<file path="src/hdl/bfd_cfg.svh">
// Offsets, field positions, reset values and counts for the framing/driver block
`ifndef BFD_CFG_SVH
`define BFD_CFG_SVH

`define BFD_IDX_FRAME           8'h0f
`define BFD_IDX_DRIVER          8'h11
`define BFD_ADDR_FRAME          {`BFD_IDX_FRAME, 2'b00}
`define BFD_ADDR_DRIVER         {`BFD_IDX_DRIVER, 2'b00}
`define BFD_ADDR_W              10

`define BFD_FRAME_RESET         8'h00
`define BFD_DRIVER_RESET        8'h58

`define BFD_ALIGN_HI            6
`define BFD_ALIGN_LO            4
`define BFD_LAST_HI             2
`define BFD_LAST_LO             0
`define BFD_MODSEL_HI           6
`define BFD_MODSEL_LO           5
`define BFD_INV_BIT             3
`define BFD_STEADY_BIT          2
`define BFD_RF2_BIT             1
`define BFD_RF1_BIT             0
`define BFD_CTL_ZERO_BIT        7
`define BFD_CTL_ONE_BIT         4

`define BFD_FULL_BYTE_BITS      4'h8
`define BFD_IDLE_LEVEL          1'b0

`endif

</file>
<file path="src/hdl/bfd_pkg.sv">
// Types shared by the framing/driver block
package bfd_pkg;

    typedef enum logic [1:0] {
        BFD_MOD_LOW      = 2'b00,
        BFD_MOD_HIGH     = 2'b01,
        BFD_MOD_CODER    = 2'b10,
        BFD_MOD_EXTERNAL = 2'b11
    } bfd_mod_sel_t;

    typedef enum logic [0:0] {
        BFD_TX_IDLE  = 1'b0,
        BFD_TX_SHIFT = 1'b1
    } bfd_tx_state_t;

    typedef struct packed {
        logic [2:0] rx_first_bit_position;
        logic [2:0] tx_final_byte_bit_count;
    } bfd_frame_t;

    typedef struct packed {
        logic         ctl_bit7;
        bfd_mod_sel_t modulation_input_select;
        logic         ctl_bit4;
        logic         second_driver_invert;
        logic         second_driver_steady_carrier;
        logic         second_driver_rf_on;
        logic         first_driver_rf_on;
    } bfd_driver_t;

    typedef struct packed {
        logic       valid;
        logic [7:0] data;
        logic       last;
    } bfd_tx_byte_t;

    typedef struct packed {
        logic valid;
        logic data;
        logic frame_end;
    } bfd_rx_bit_t;

    typedef struct packed {
        logic       valid;
        logic [7:0] data;
    } bfd_fifo_wr_t;

endpackage : bfd_pkg

</file>
<file path="src/hdl/bfd_bit_placer.sv">
// Packs received bits into FIFO bytes starting at a chosen bit position
`timescale 1ns/1ps
`include "bfd_cfg.svh"

module bfd_bit_placer (
    input  wire logic                  pclk,
    input  wire logic                  presetn,
    input  wire logic [2:0]            align,
    input  wire bfd_pkg::bfd_rx_bit_t  rx_in,
    output bfd_pkg::bfd_fifo_wr_t      fifo_wr,
    output logic                       done
);
    import bfd_pkg::*;

    logic       active;
    logic [2:0] pos;
    logic [7:0] acc;
    logic       have_bits;
    logic [2:0] cur_pos;
    logic [7:0] merged;
    logic       byte_full;

    // Alignment is taken only at the first bit of a frame
    always_comb
    begin
        cur_pos   = active ? pos : align;
        merged    = acc;
        byte_full = 1'b0;
        if (rx_in.valid)
        begin
            merged[cur_pos] = rx_in.data;
            byte_full       = (cur_pos == 3'h7);
        end
    end

    always_ff @(posedge pclk or negedge presetn)
    begin
        if (!presetn)
        begin
            active    <= 1'b0;
            pos       <= 3'h0;
            acc       <= 8'h00;
            have_bits <= 1'b0;
        end
        else if (rx_in.frame_end)
        begin
            active    <= 1'b0;
            pos       <= 3'h0;
            acc       <= 8'h00;
            have_bits <= 1'b0;
        end
        else if (rx_in.valid)
        begin
            active    <= 1'b1;
            pos       <= cur_pos + 3'h1;
            acc       <= byte_full ? 8'h00 : merged;
            have_bits <= !byte_full;
        end
    end

    // A partial byte is flushed at frame end; its unused bits stay zero
    always_ff @(posedge pclk or negedge presetn)
    begin
        if (!presetn)
        begin
            fifo_wr <= '0;
            done    <= 1'b0;
        end
        else
        begin
            fifo_wr.valid <= byte_full ||
                             (rx_in.frame_end && (have_bits || rx_in.valid));
            fifo_wr.data  <= merged;
            done          <= rx_in.frame_end && (active || rx_in.valid);
        end
    end

endmodule : bfd_bit_placer

</file>
<file path="src/hdl/bfd_top.sv">
// Bit-framing and antenna driver control with APB register access
//
// Functional notes
// Receive alignment bits 6-4 pick FIFO bit for first received bit.
// Alignment 7 puts first bit at bit 7, next at bit 0 of next byte.
// Last-bits field 2-0 gives bits sent of final byte; 0 means eight.
// Hardware clears last-bits after transmit and alignment after receive.
// Framing register resets to zero; bits 7 and 3 stay zero.
// Modulation select bits 6-5: low, high, internal coder, external pin.
// Invert bit 3 makes second driver output inverted carrier.
// Steady-carrier bit 2 gives unmodulated carrier on second driver.
// RF-on bit 1 enables modulated carrier on second driver, else constant.
// RF-on bit 0 enables modulated carrier on first driver, else constant.
// Software keeps control bit 7 at 0 and bit 4 at 1; reset 0x58.
// Self-cleared fields stay software writable; hardware clear wins.
//
// The APB slave port was chosen for this implementation.
`timescale 1ns/1ps
`include "bfd_cfg.svh"

module bfd_top (
    input  wire logic                      pclk,
    input  wire logic                      presetn,
    input  wire logic                      psel,
    input  wire logic                      penable,
    input  wire logic                      pwrite,
    input  wire logic [31:0]               paddr,
    input  wire logic [31:0]               pwdata,
    output logic [31:0]                    prdata,
    output logic                           pready,
    output logic                           pslverr,
    input  wire bfd_pkg::bfd_tx_byte_t     tx_byte,
    output logic                           tx_byte_ready,
    input  wire logic                      tx_bit_tick,
    output logic                           tx_done,
    input  wire bfd_pkg::bfd_rx_bit_t      rx_bit,
    output bfd_pkg::bfd_fifo_wr_t          fifo_wr,
    output logic                           rx_done,
    input  wire logic                      carrier_in,
    input  wire logic                      external_modulation_pin,
    output logic                           first_antenna_driver,
    output logic                           second_antenna_driver
);
    import bfd_pkg::*;

    bfd_frame_t    frame;
    bfd_driver_t   driver;
    bfd_tx_state_t tx_state;
    bfd_tx_state_t next_tx_state;

    logic          setup_phase;
    logic          access_phase;
    logic          hit_frame;
    logic          hit_driver;
    logic          mapped;
    logic          wr_frame;
    logic          wr_driver;
    logic          rx_clear;

    logic [7:0]    shift;
    logic [3:0]    bits_left;
    logic          last_byte;
    logic          coder_bit;
    logic [3:0]    final_bits;
    logic          tx_end;

    logic          mod_in;
    logic          rf_burst;
    logic          second_base;

    // APB decode; word index is the printed offset, byte address four times it
    assign setup_phase  = psel && !penable;
    assign access_phase = psel && penable;
    assign hit_frame    = (paddr[`BFD_ADDR_W-1:0] == `BFD_ADDR_FRAME) &&
                          (paddr[31:`BFD_ADDR_W] == '0);
    assign hit_driver   = (paddr[`BFD_ADDR_W-1:0] == `BFD_ADDR_DRIVER) &&
                          (paddr[31:`BFD_ADDR_W] == '0);
    assign mapped       = hit_frame || hit_driver;
    assign wr_frame     = access_phase && pwrite && hit_frame;
    assign wr_driver    = access_phase && pwrite && hit_driver;

    // Zero wait states; unmapped addresses answer with an error
    assign pready       = 1'b1;
    assign pslverr      = access_phase && !mapped;

    // Read data is captured in the setup cycle so it comes from a flop
    always_ff @(posedge pclk or negedge presetn)
    begin
        if (!presetn)
        begin
            prdata <= 32'h0000_0000;
        end
        else if (setup_phase && !pwrite)
        begin
            if (hit_frame)
            begin
                prdata <= {24'h00_0000, 1'b0, frame.rx_first_bit_position,
                           1'b0, frame.tx_final_byte_bit_count};
            end
            else if (hit_driver)
            begin
                prdata <= {24'h00_0000, driver};
            end
            else
            begin
                prdata <= 32'h0000_0000;
            end
        end
    end

    // Framing register; reserved bits are not stored so they always read zero
    // Hardware clears are tested first, so they beat a same-cycle write
    always_ff @(posedge pclk or negedge presetn)
    begin
        if (!presetn)
        begin
            frame <= '0;
        end
        else
        begin
            if (tx_end)
            begin
                frame.tx_final_byte_bit_count <= 3'h0;
            end
            else if (wr_frame)
            begin
                frame.tx_final_byte_bit_count <= pwdata[`BFD_LAST_HI:`BFD_LAST_LO];
            end
            if (rx_clear)
            begin
                frame.rx_first_bit_position <= 3'h0;
            end
            else if (wr_frame)
            begin
                frame.rx_first_bit_position <= pwdata[`BFD_ALIGN_HI:`BFD_ALIGN_LO];
            end
        end
    end

    // Driver control; bits 7 and 4 are stored as written, software keeps them
    always_ff @(posedge pclk or negedge presetn)
    begin
        if (!presetn)
        begin
            driver <= bfd_driver_t'(`BFD_DRIVER_RESET);
        end
        else if (wr_driver)
        begin
            driver.ctl_bit7                     <= pwdata[`BFD_CTL_ZERO_BIT];
            driver.modulation_input_select      <=
                bfd_mod_sel_t'(pwdata[`BFD_MODSEL_HI:`BFD_MODSEL_LO]);
            driver.ctl_bit4                     <= pwdata[`BFD_CTL_ONE_BIT];
            driver.second_driver_invert         <= pwdata[`BFD_INV_BIT];
            driver.second_driver_steady_carrier <= pwdata[`BFD_STEADY_BIT];
            driver.second_driver_rf_on          <= pwdata[`BFD_RF2_BIT];
            driver.first_driver_rf_on           <= pwdata[`BFD_RF1_BIT];
        end
    end

    // Transmit coder: serialises bytes LSB first, one bit per tick
    always_comb
    begin
        if (frame.tx_final_byte_bit_count == 3'h0)
        begin
            final_bits = `BFD_FULL_BYTE_BITS;
        end
        else
        begin
            final_bits = {1'b0, frame.tx_final_byte_bit_count};
        end
    end

    assign tx_byte_ready = (tx_state == BFD_TX_IDLE);
    assign tx_end = (tx_state == BFD_TX_SHIFT) && tx_bit_tick &&
                    (bits_left == 4'h1) && last_byte;

    always_comb
    begin
        next_tx_state = tx_state;
        case (tx_state)
            BFD_TX_IDLE:
            begin
                if (tx_byte.valid)
                begin
                    next_tx_state = BFD_TX_SHIFT;
                end
            end
            BFD_TX_SHIFT:
            begin
                if (tx_bit_tick && (bits_left == 4'h1))
                begin
                    next_tx_state = BFD_TX_IDLE;
                end
            end
            default:
            begin
                next_tx_state = BFD_TX_IDLE;
            end
        endcase
    end

    always_ff @(posedge pclk or negedge presetn)
    begin
        if (!presetn)
        begin
            tx_state <= BFD_TX_IDLE;
        end
        else
        begin
            tx_state <= next_tx_state;
        end
    end

    always_ff @(posedge pclk or negedge presetn)
    begin
        if (!presetn)
        begin
            shift     <= 8'h00;
            bits_left <= 4'h0;
        end
        else if (tx_state == BFD_TX_IDLE)
        begin
            if (tx_byte.valid)
            begin
                shift     <= tx_byte.data;
                bits_left <= tx_byte.last ? final_bits : `BFD_FULL_BYTE_BITS;
            end
        end
        else if (tx_bit_tick)
        begin
            shift     <= {1'b0, shift[7:1]};
            bits_left <= bits_left - 4'h1;
        end
    end

    // Only the final byte of a frame is cut short and clears the field
    always_ff @(posedge pclk or negedge presetn)
    begin
        if (!presetn)
        begin
            last_byte <= 1'b0;
        end
        else if ((tx_state == BFD_TX_IDLE) && tx_byte.valid)
        begin
            last_byte <= tx_byte.last;
        end
    end

    // Coder output falls back low between bytes so an idle coder never pauses the carrier
    always_ff @(posedge pclk or negedge presetn)
    begin
        if (!presetn)
        begin
            coder_bit <= 1'b0;
        end
        else if (tx_state == BFD_TX_IDLE)
        begin
            coder_bit <= 1'b0;
        end
        else if (tx_bit_tick)
        begin
            coder_bit <= shift[0];
        end
    end

    always_ff @(posedge pclk or negedge presetn)
    begin
        if (!presetn)
        begin
            tx_done <= 1'b0;
        end
        else
        begin
            tx_done <= tx_end;
        end
    end

    // Receive side: bits are placed into FIFO bytes by the placer
    bfd_bit_placer u_placer (
        .pclk    (pclk),
        .presetn (presetn),
        .align   (frame.rx_first_bit_position),
        .rx_in   (rx_bit),
        .fifo_wr (fifo_wr),
        .done    (rx_clear)
    );

    assign rx_done = rx_clear;

    // Modulator input: a high level suppresses the carrier (pause)
    always_comb
    begin
        case (driver.modulation_input_select)
            BFD_MOD_LOW:      mod_in = 1'b0;
            BFD_MOD_HIGH:     mod_in = 1'b1;
            BFD_MOD_CODER:    mod_in = coder_bit;
            BFD_MOD_EXTERNAL: mod_in = external_modulation_pin;
            default:          mod_in = 1'b0;
        endcase
    end

    always_comb
    begin
        rf_burst = carrier_in && !mod_in;
        if (driver.second_driver_steady_carrier)
        begin
            second_base = carrier_in;
        end
        else
        begin
            second_base = rf_burst;
        end
    end

    // Driver outputs are registered, so they lag the carrier input by one cycle
    always_ff @(posedge pclk or negedge presetn)
    begin
        if (!presetn)
        begin
            first_antenna_driver <= `BFD_IDLE_LEVEL;
        end
        else if (driver.first_driver_rf_on)
        begin
            first_antenna_driver <= rf_burst;
        end
        else
        begin
            first_antenna_driver <= `BFD_IDLE_LEVEL;
        end
    end

    // Invert acts only while the second driver is on; off means a constant level
    always_ff @(posedge pclk or negedge presetn)
    begin
        if (!presetn)
        begin
            second_antenna_driver <= `BFD_IDLE_LEVEL;
        end
        else if (!driver.second_driver_rf_on)
        begin
            second_antenna_driver <= `BFD_IDLE_LEVEL;
        end
        else if (driver.second_driver_invert)
        begin
            second_antenna_driver <= !second_base;
        end
        else
        begin
            second_antenna_driver <= second_base;
        end
    end

endmodule : bfd_top

</file>
<file path="config.mk">
export PLATFORM = sky130hd
export DESIGN_NAME = bfd_top
export DESIGN_NICKNAME = d
export VERILOG_FILES = /design/src/hdl/bfd_pkg.sv /design/src/hdl/bfd_bit_placer.sv /design/src/hdl/bfd_top.sv
export VERILOG_INCLUDE_DIRS = /design/src /design/src/hdl
export SDC_FILE = /design/constraint.sdc
export NUM_CORES = 1
export LEC_CHECK = 0
export CAP_MARGIN = 20
export CORE_ASPECT_RATIO = 2
export CORE_UTILIZATION = 40
export DETAILED_ROUTE_END_ITERATION = 7
export DONT_BUFFER_PORTS = 1
export SLEW_MARGIN = 20
export SYNTH_ARGS = -nofsm -noshare
export SYNTH_HDL_FRONTEND = slang
export SYNTH_HIERARCHICAL = 1
export SYNTH_SLANG_ARGS = --single-unit
</file>
<file path="constraint.sdc">
create_clock -name pclk -period 1.8 [get_ports pclk]
set_clock_uncertainty 0.05 [all_clocks]
set_input_delay 0 -clock pclk [delete_from_list [all_inputs] [get_ports pclk]]
set_output_delay 0 -clock pclk [all_outputs]
set_load 0.005 [all_outputs]
</file>
-- Word-level counts from Yosys, hierarchy flattened
Index checks and enable logic that the tools add are counted.
- add/subtract/negate cells: 2
- $lt $le $gt $ge: 2
- equal/unequal tests: 8
- multiplexer cells: 39
- bitwise gates (word level): 1
- reduce and logical (&&, ||, !) cells: 36
- operator list (cell ; count):
    $mux W8 ; 8
    $mux W32 ; 1
    $logic_not A22 Y1 ; 1
    $mux W3 ; 7
    $mux W4 ; 5
    $logic_and A1 B1 Y1 ; 18
    $mux W1 ; 14
    $eq A10 B6 Y1 const B ; 1
    $eq A10 B7 Y1 const B ; 1
    $bwmux W8 ; 1
    $reduce_bool A2 Y1 ; 4
    $logic_not A1 Y1 ; 6
    $eq A2 B2 Y1 const B ; 2
    $eq A4 B1 Y1 const B ; 1
    $logic_or A1 B1 Y1 ; 4
    $lt A3 B4 Y1 const B ; 1
    $pmux W1 S4 ; 1
    $sub A4 B1 Y4 const B ; 1
    $add A3 B1 Y3 const B ; 1
    $demux W1 S3 ; 1
    $eq A3 B3 Y1 const B ; 1
    $ge A3 B1 Y1 const B ; 1
    $logic_not A3 Y1 ; 1
    $eq A2 B1 Y1 const B ; 1
    5 further kinds ; 5
- bits in registers: 87
- input port bits: 85
- word-level logic and storage cells: 113

-- Longest topological paths before layout
Gate-level depths: netlist of run 1.
- depth in word-level cells: 10
- depth in mapped cells: 7

-- Modules after synthesis
Netlist of run 1, hierarchy kept.
- by module, submodules not included (module ; times used ; cells each ; area each (µm²) ; sequential area each (µm²)):
    bfd_top ; 1 ; 231 ; 2264.7 ; 1004.7
    bfd_bit_placer ; 1 ; 88 ; 1103.6 ; 575.6

-- Worst setup path after synthesis of run 1
No wires, ideal clock.
- path type: input to register
- start point: in paddr[1]
- end point: reg driver[0] in the netlist's numbering
- setup time: 0.125 ns
- data arrival time: 1.838 ns
- data required time: 1.625 ns
- setup slack: -0.213 ns
- cell stages on the path: 4
- cells stage by stage: or4b_4 -> or4_4 -> nor4_4 -> mux2_2
- longest elaborated chain between the ends: 3
- RTL lines (what ; line ; source):
    start: declaration ; bfd_top.sv:27 ; input wire logic [31:0] paddr,
    $eq A10 B7 Y1 (no line) ; - ;
    $logic_and A1 B1 Y1 ; bfd_top.sv:76 ; assign hit_driver = (paddr[`BFD_ADDR_W-1:0] == `BFD_ADDR_DRIVER) &&
    $logic_and A1 B1 Y1 ; bfd_top.sv:80 ; assign wr_driver = access_phase && pwrite && hit_driver;
    end signal: assignment ; bfd_top.sv:145 ; driver <= bfd_driver_t'(`BFD_DRIVER_RESET);
    end: declaration ; bfd_top.sv:47 ; bfd_driver_t driver;
Every way passes these cells.
A chain may end at the register's enable or synchronous reset.

-- Worst setup path after layout of run 1
- start point: reg u_placer.active
- end point: reg u_placer.acc[4]
- longest elaborated chain between the ends: 10
- elaborated cells between the ends (all ways): 13
- RTL lines (what ; line ; source):
    start: declaration ; bfd_bit_placer.sv:15 ; logic active;
    start signal: assignment ; bfd_bit_placer.sv:40 ; active <= 1'b0;
    start signal: assignment ; bfd_bit_placer.sv:47 ; active <= 1'b0;
    start signal: assignment ; bfd_bit_placer.sv:54 ; active <= 1'b1;
    $mux W3 * ; bfd_bit_placer.sv:26 ; cur_pos = active ? pos : align;
    $lt A3 B4 Y1 (not written as such) / $ge A3 B1 Y1 (equally long branches) ; bfd_bit_placer.sv:31 ; merged[cur_pos] = rx_in.data;
    $logic_and A1 B1 Y1 (not written as such) ; bfd_bit_placer.sv:31 ;
    $mux W1 (not written as such) ; bfd_bit_placer.sv:31 ;
    $demux W1 S3 ; - ;
    $bwmux W8 ; bfd_bit_placer.sv:31 ;
    $mux W8 ; bfd_bit_placer.sv:29 ; if (rx_in.valid)
    $mux W8 * ; bfd_bit_placer.sv:56 ; acc <= byte_full ? 8'h00 : merged;
    $mux W8 * ; bfd_bit_placer.sv:52 ; else if (rx_in.valid)
    $mux W8 * ; bfd_bit_placer.sv:45 ; else if (rx_in.frame_end)
    end signal: assignment ; bfd_bit_placer.sv:56 ;
    end: declaration ; bfd_bit_placer.sv:17 ; logic [7:0] acc;
Every way passes the cells marked *; elsewhere a longest branch is shown, timed or not. The select of a mux whose other input is x is not followed.

==> metrics.txt, run 1 <==
CTS Root Cell clkbuf_16; CP endpoint kind flop; mapped cell area 0.003368 mm²; initial antenna violation count 0; Synth top area share 44.58%; Leakage ~0.0019 µW; Synth area leaders dfrtp_1 45%, mux2i_1 6.5%, mux2_2 6.4%, buf_4 5.8%, nand2_1 3.3%; period utilization 96.49%; Wirelength per Cell 17.45 µm; layout cells sized above 1 20.00%; Post-synth EDFFs 0; violated checks hold timing; Chip Height 131.8 µm; Slew Limit Headroom around 48%; Pins Over Slew Limit 0; # IOs 133; largest net degree at the start of global routing 64; most common cell in the netlist dfrtp_1; diodes inserted 0; via/cell ratio 5.273; Final Hold Violating Endpoints 1; largest fanout on the critical path 9; pin slew with the least headroom to its limit ~0.78 ns; Core Region around 0.0082 mm²; clock-pin transition on the worst setup and hold timing paths about 0.05 ns; Seq cells post-synth 63; dpl hpwl 5731 µm; Mapped Cells 319; worst-skew pair later-pin latency about 0.33 ns; CTS tree yes; CTS buffer count 9; clock buffer depth 2; DIE AREA 0.008813 mm²; Port Buf Inserts 0; RSZ-0062 raised after global routing no; First-pass DRT Iterations 4; Initial Utilization 40.91%; outcome finished, violations left; Primary FF master, synth dfrtp_1; CP required roughly 2.0 ns; Critical Path AT 1.94 ns; synth-to-layout area growth 22.07%; CP startpoint kind flop; vias in the first global route 2,562; area of the multi-input gates 0.001594 mm²; DRT antenna net count 0; Synth async-reset ratio 100.0%; endpoints failing setup 0; GR Overflow Total 0; max-cap violations 0; post-synth top area cell dfrtp_1; total clock sinks 63; Avg Inst Size Synth between 10 and 15 µm²; post-synthesis sequential area ratio 46.92%; Total GRT Usage 19.75%; Remaining DRCs 0; setup TNS 0 ns; Die Span X between 60 and 70 µm; Site Rows 47; Setup Crit Path Kind flop to flop; Routability Congestion 0.8414; Filler cells ~750; commonest cells in the synthesized netlist 60 x dfrtp_1, 30 x nand2_1, 26 x buf_4; H-Tree Depth 3; VDD IR-drop max 0.8256 mV; Hold WC Path Type input port to flop; warnings from Yosys 6; synth unique cells 53; Vias 2,415; Fmax 575.7 MHz; first-pass GRT wire length 12,770 µm; register area 0.001582 mm²; Iteration-0 DRC Markers 82; Tmin final 1.737 ns; NumNets Final 444; Pwr Density 1036 mW/mm²; worst hold margin -0.01229 ns; total wire length 7993 µm
-- critical path, stage by stage, from the launching register on --
cell	delay, ns
dfrtp_2	0.40
mux2_2	0.35
ha_2	0.20
ha_4	0.17
a21oi_4	0.15
buf_12	0.14
nand2_1	0.05
mux2i_1	0.13
-- repair_timing --
item                                    4_1_cts  5_1_grt
gates resized for setup                       6        2
hold buffers                                 26        0
hold endpoints to repair                    117        0
pin swaps                                     3        0
setup buffers                                 2        0
endpoints found under the setup margin        9       11
-- power breakdown --
part	internal, µW	total, µW	switching, µW
sequential	1580	1710	134
combinational	274	575	301
clock	1360	1980	613
-- worst paths after layout --
path | startpoint | to | slack (ns) | cells past startpoint
setup reg to reg | u_placer/active$_DFFE_PN0P_ | u_placer/acc[4]$_DFFE_PN0P_ | 0.06 | 7
max in group asynchronous | presetn | driver[4]$_DFFE_PN1P_ | 1.22 | 2
setup / recovery | u_placer/active$_DFFE_PN0P_ | u_placer/acc[4]$_DFFE_PN0P_ | 0.06 | 7
hold reg to reg | u_placer/have_bits$_DFFE_PN0P_ | u_placer/have_bits$_DFFE_PN0P_ | 0.46 | 1
hold / removal | tx_byte[0] | bits_left[3]$_DFFE_PN0P_ | -0.01 | 3
min in group asynchronous | presetn | u_placer/fifo_wr[3]$_DFF_PN0_ | 0.18 | 2
-- cell usage in the layout, fill, tap and decap left out, types with 9 or more instances in the layout --
cell type | netlist | final
a21oi_1 | 11 | 11
buf_4 | 26 | 13
clkbuf_16 | 0 | 9
conb_1 | 2 | 25
dfrtp_1 | 60 | 59
dlygate4sd3_1 | 0 | 24
inv_1 | 18 | 18
mux2_2 | 19 | 18
mux2i_1 | 22 | 22
nand2_1 | 30 | 30
nor2_1 | 14 | 13
nor2b_1 | 12 | 12
-- cell type report --
type,instances,share of cell area [%]
inverters,19,1.735
multi-input cells,222,38.77
repair buffers,40,9.677
well taps,98,2.982
clock inverters,2,1.461
flip-flops and latches,63,38.47
clock buffers,14,6.908
-- layer usage --
metal / vias to the layer above / global-route usage, % / wire length, µm
met1: 1181 / 19.24 / 2804
met2: 67 / 36.92 / 4647
li1: 1155 / - / -
met4: 0 / 10.76 / 226
met5: - / 0 / 0
met3: 12 / 3.374 / 314
-- sequential cells by signal (all words and copies together), names as in the netlist --
signal                 count
u_placer/active            1
shift                      8
second_antenna_driver      1
u_placer/pos               3
u_placer/fifo_wr           9
u_placer/done              1
tx_done                    1
last_byte                  1
u_placer/acc               8
u_placer/have_bits         1
driver                     8
tx_state                   1
prdata                     8
coder_bit                  1
frame                      6
first_antenna_driver       1
bits_left                  4
-- cells by family after synthesis --
| group | after synthesis | synth area share [%] |
|---|---|---|
| muxes | 42 | 13.30 |
| and+or+nand+nor | 97 | 16.64 |
| AOI/OAI and AO/OA | 51 | 10.96 |
| DFF | 63 | 46.92 |
| xor gates and xnor gates | 3 | 0.7802 |
| buffers and inverters | 57 | 9.695 |
| other | 2 | 0.2230 |
| adders and majority gates | 4 | 1.486 |
-- through the flow --
step | utilization, % | total power (µW) | setup WS, ns | instances | instance area [µm²]
after floorplan | - | 2116 | -0.1601 | 342 | 3471
after global placement | 41.64 | 2160 | -0.1455 | 414 | 3428
after detailed placement | 41.64 | 2186 | -0.1958 | 414 | 3428
after CTS | 49.89 | 4292 | 0.01824 | 458 | 4108
after global routing | 49.94 | 4457 | 0.001502 | 458 | 4111
final | 49.94 | 4261 | 0.06309 | 458 | 4111
Note: power is estimated with default switching activity, not from simulation.
==> run 2: changes to the inputs <==
--- a/constraint.sdc
+++ b/constraint.sdc
@@ -4,2 +4,2 @@
 set_output_delay 0 -clock pclk [all_outputs]
-set_load 0.005 [all_outputs]
+set_load 0.1 [all_outputs]
==> metrics.txt, run 2 (synthesized netlist as in run 1, its figures left out) <==
VDD IR-drop max between 0.6 and 0.7 mV; outcome finished, violations left; Worst R2R Setup Slack -0.002 ns; max reg flops 9; Pwr Density ~1000 mW/mm²; reg2reg path depth 7; Site Rows 47; Setup Crit Path Kind flop to flop; Port Buf Inserts 0; Final Power 4470 µW; Final Hold Violating Endpoints 0; Final Util 52.26%; Iteration-0 DRC Markers 127; grt met1 use roughly a fifth; CTS buffer count 9; Tmin final 1.802 ns; DRT antenna net count 0; endpoints failing setup 1; synth-to-layout area growth 27.75%; reg2reg end u_placer/acc[6]$_DFFE_PN0P_; crit path to u_placer/acc[6]$_DFFE_PN0P_; setup TNS -0.002378 ns; Pins Over Slew Limit 0; switching power total 1343 µW; max-cap violations 0; clock-pin transition on the worst setup and hold timing paths 0.05 ns; DIE AREA 0.008813 mm²; worst-skew pair later-pin latency 0.33 ns; Worst Slack Setup Final -0.002378 ns; largest fanout on the critical path 5; crit path launch u_placer/active$_DFFE_PN0P_; Vias between 2,000 and 3,000; layout cells sized above 1 25.33%; diodes inserted 0; H-Tree Depth 3; combinational share of power ~20%; CP endpoint kind flop; largest net degree at the start of global routing 64; NumNets Final 467; met3 Track Usage GR 4.758%; CP required ~2.0 ns; dpl hpwl 5791 µm; First-pass DRT Iterations 4; initial antenna violation count 0; Fmax 554.8 MHz; Top reg by flops u_placer/fifo_wr; most common library cell in the layout ignoring fill and taps dfrtp_1; total wire length 7968 µm; Leakage between 0.002 and 0.0025 µW; sw frac between 30% and 40%; total clock sinks 63; CTS tree yes; Hold WC Path Type input port to flop; # IOs 133; Initial Utilization 40.91%; most frequent cells in the layout 59 x dfrtp_1, 35 x buf_4, 30 x nand2_1, 25 x conb_1, 24 x dlygate4sd3_1; first-pass GRT wire length 12,810 µm; GR peak layer met2; CTS Root Cell clkbuf_16; Pint 3127 µW; Core Region ~0.0082 mm²; vias in the first global route 2,662; Min-Delay Startpoint tx_byte[0]; clock power share 41.6%; Critical Path AT 2.00 ns; Wirelength per Cell roughly 17 µm; Slew Limit Headroom 28.32%; Total GRT Usage 19.42%; clock buffer depth 2; violated checks setup timing; FF-to-FF Start u_placer/active$_DFFE_PN0P_; global-route met2 utilization 35.58%; CP startpoint kind flop; worst slack, placed -0.1957 ns; via/cell ratio 5.277; Die Span X 66.89 µm; GR Overflow Total 0; Flop pwr share 38.2%; period utilization 100.1%; Chip Height 131.8 µm; RSZ-0062 raised after global routing yes; Remaining DRCs 0; Routability Congestion 0.8434; pin slew with the least headroom to its limit roughly 1.1 ns
run 2: changes by cell type in the layout (fill, tap and decap cells not counted), sizes merged:
| cell | previous run | this run |
|---|---|---|
| buf | 15 | 37 |
| clkbuf | 14 | 15 |
| bufinv | 2 | 1 |
| clkinv | 0 | 1 |
run 2: worst min-delay path by stage:
stage,cells after the start,to
3_3_place_gp,0,u_placer/fifo_wr[4]$_DFF_PN0_
3_5_place_dp,0,u_placer/fifo_wr[4]$_DFF_PN0_
6_report,4,bits_left[1]$_DFFE_PN0P_
5_1_grt,2,first_antenna_driver$_DFF_PN0_
4_1_cts,4,bits_left[1]$_DFFE_PN0P_
2_1_floorplan,0,bits_left[0]$_DFFE_PN0P_
run 2: repair_timing:
action | CTS | global route
buffers inserted | 2 | 0
setup endpoints to repair | 9 | 11
pin swaps | 3 | 0
endpoints found under the hold margin | 117 | 0
hold buffers | 26 | 0
resized for setup | 6 | 4
cloned | 0 | 1
run 2: area by class of cell:
cell class	count	area [µm²]
clock buffers	14	294.0
fillers	736	3930
well taps	98	122.6
flip-flops and latches	63	1582
inverters	19	71.32
multi-input cells	222	1610
clock inverters	2	35.03
repair buffers	63	588.1
run 2: through the flow:
step,cells,hold WS (ns),area [µm²]
2_1_floorplan,342,-0.3456,3471
3_5_place_dp,436,-0.3441,3596
6_report,481,0.01713,4303
5_1_grt,481,0.02891,4303
4_1_cts,480,0.006541,4260
3_3_place_gp,436,-0.3443,3596
run 2: critical path: stages, from the launching register on:
cell and delay [ns]:
dfrtp_2 0.41, buf_4 0.15, mux2_2 0.36, ha_4 0.19, a21oi_4 0.19, clkbuf_16 0.18, nand2_1 0.05, mux2i_1 0.13
run 2: metal layers:
| layer | vias to the layer above | share of wire (%) |
|---|---|---|
| li1 | 1197 | - |
| met1 | 1257 | 35 |
| met2 | 72 | 59 |
| met3 | 12 | 4.1 |
| met4 | 0 | 2.1 |
| met5 | - | 0 |
run 2: power by group through the flow:
stage | clock [µW] | sequential, µW | combinational, µW
finish | 1860 | 1710 | 905
global route | 1960 | 1720 | 980
CTS | 1890 | 1710 | 897
detailed placement | 0 | 1720 | 779
global placement | 0 | 1720 | 755
floorplan | 0 | 1730 | 691
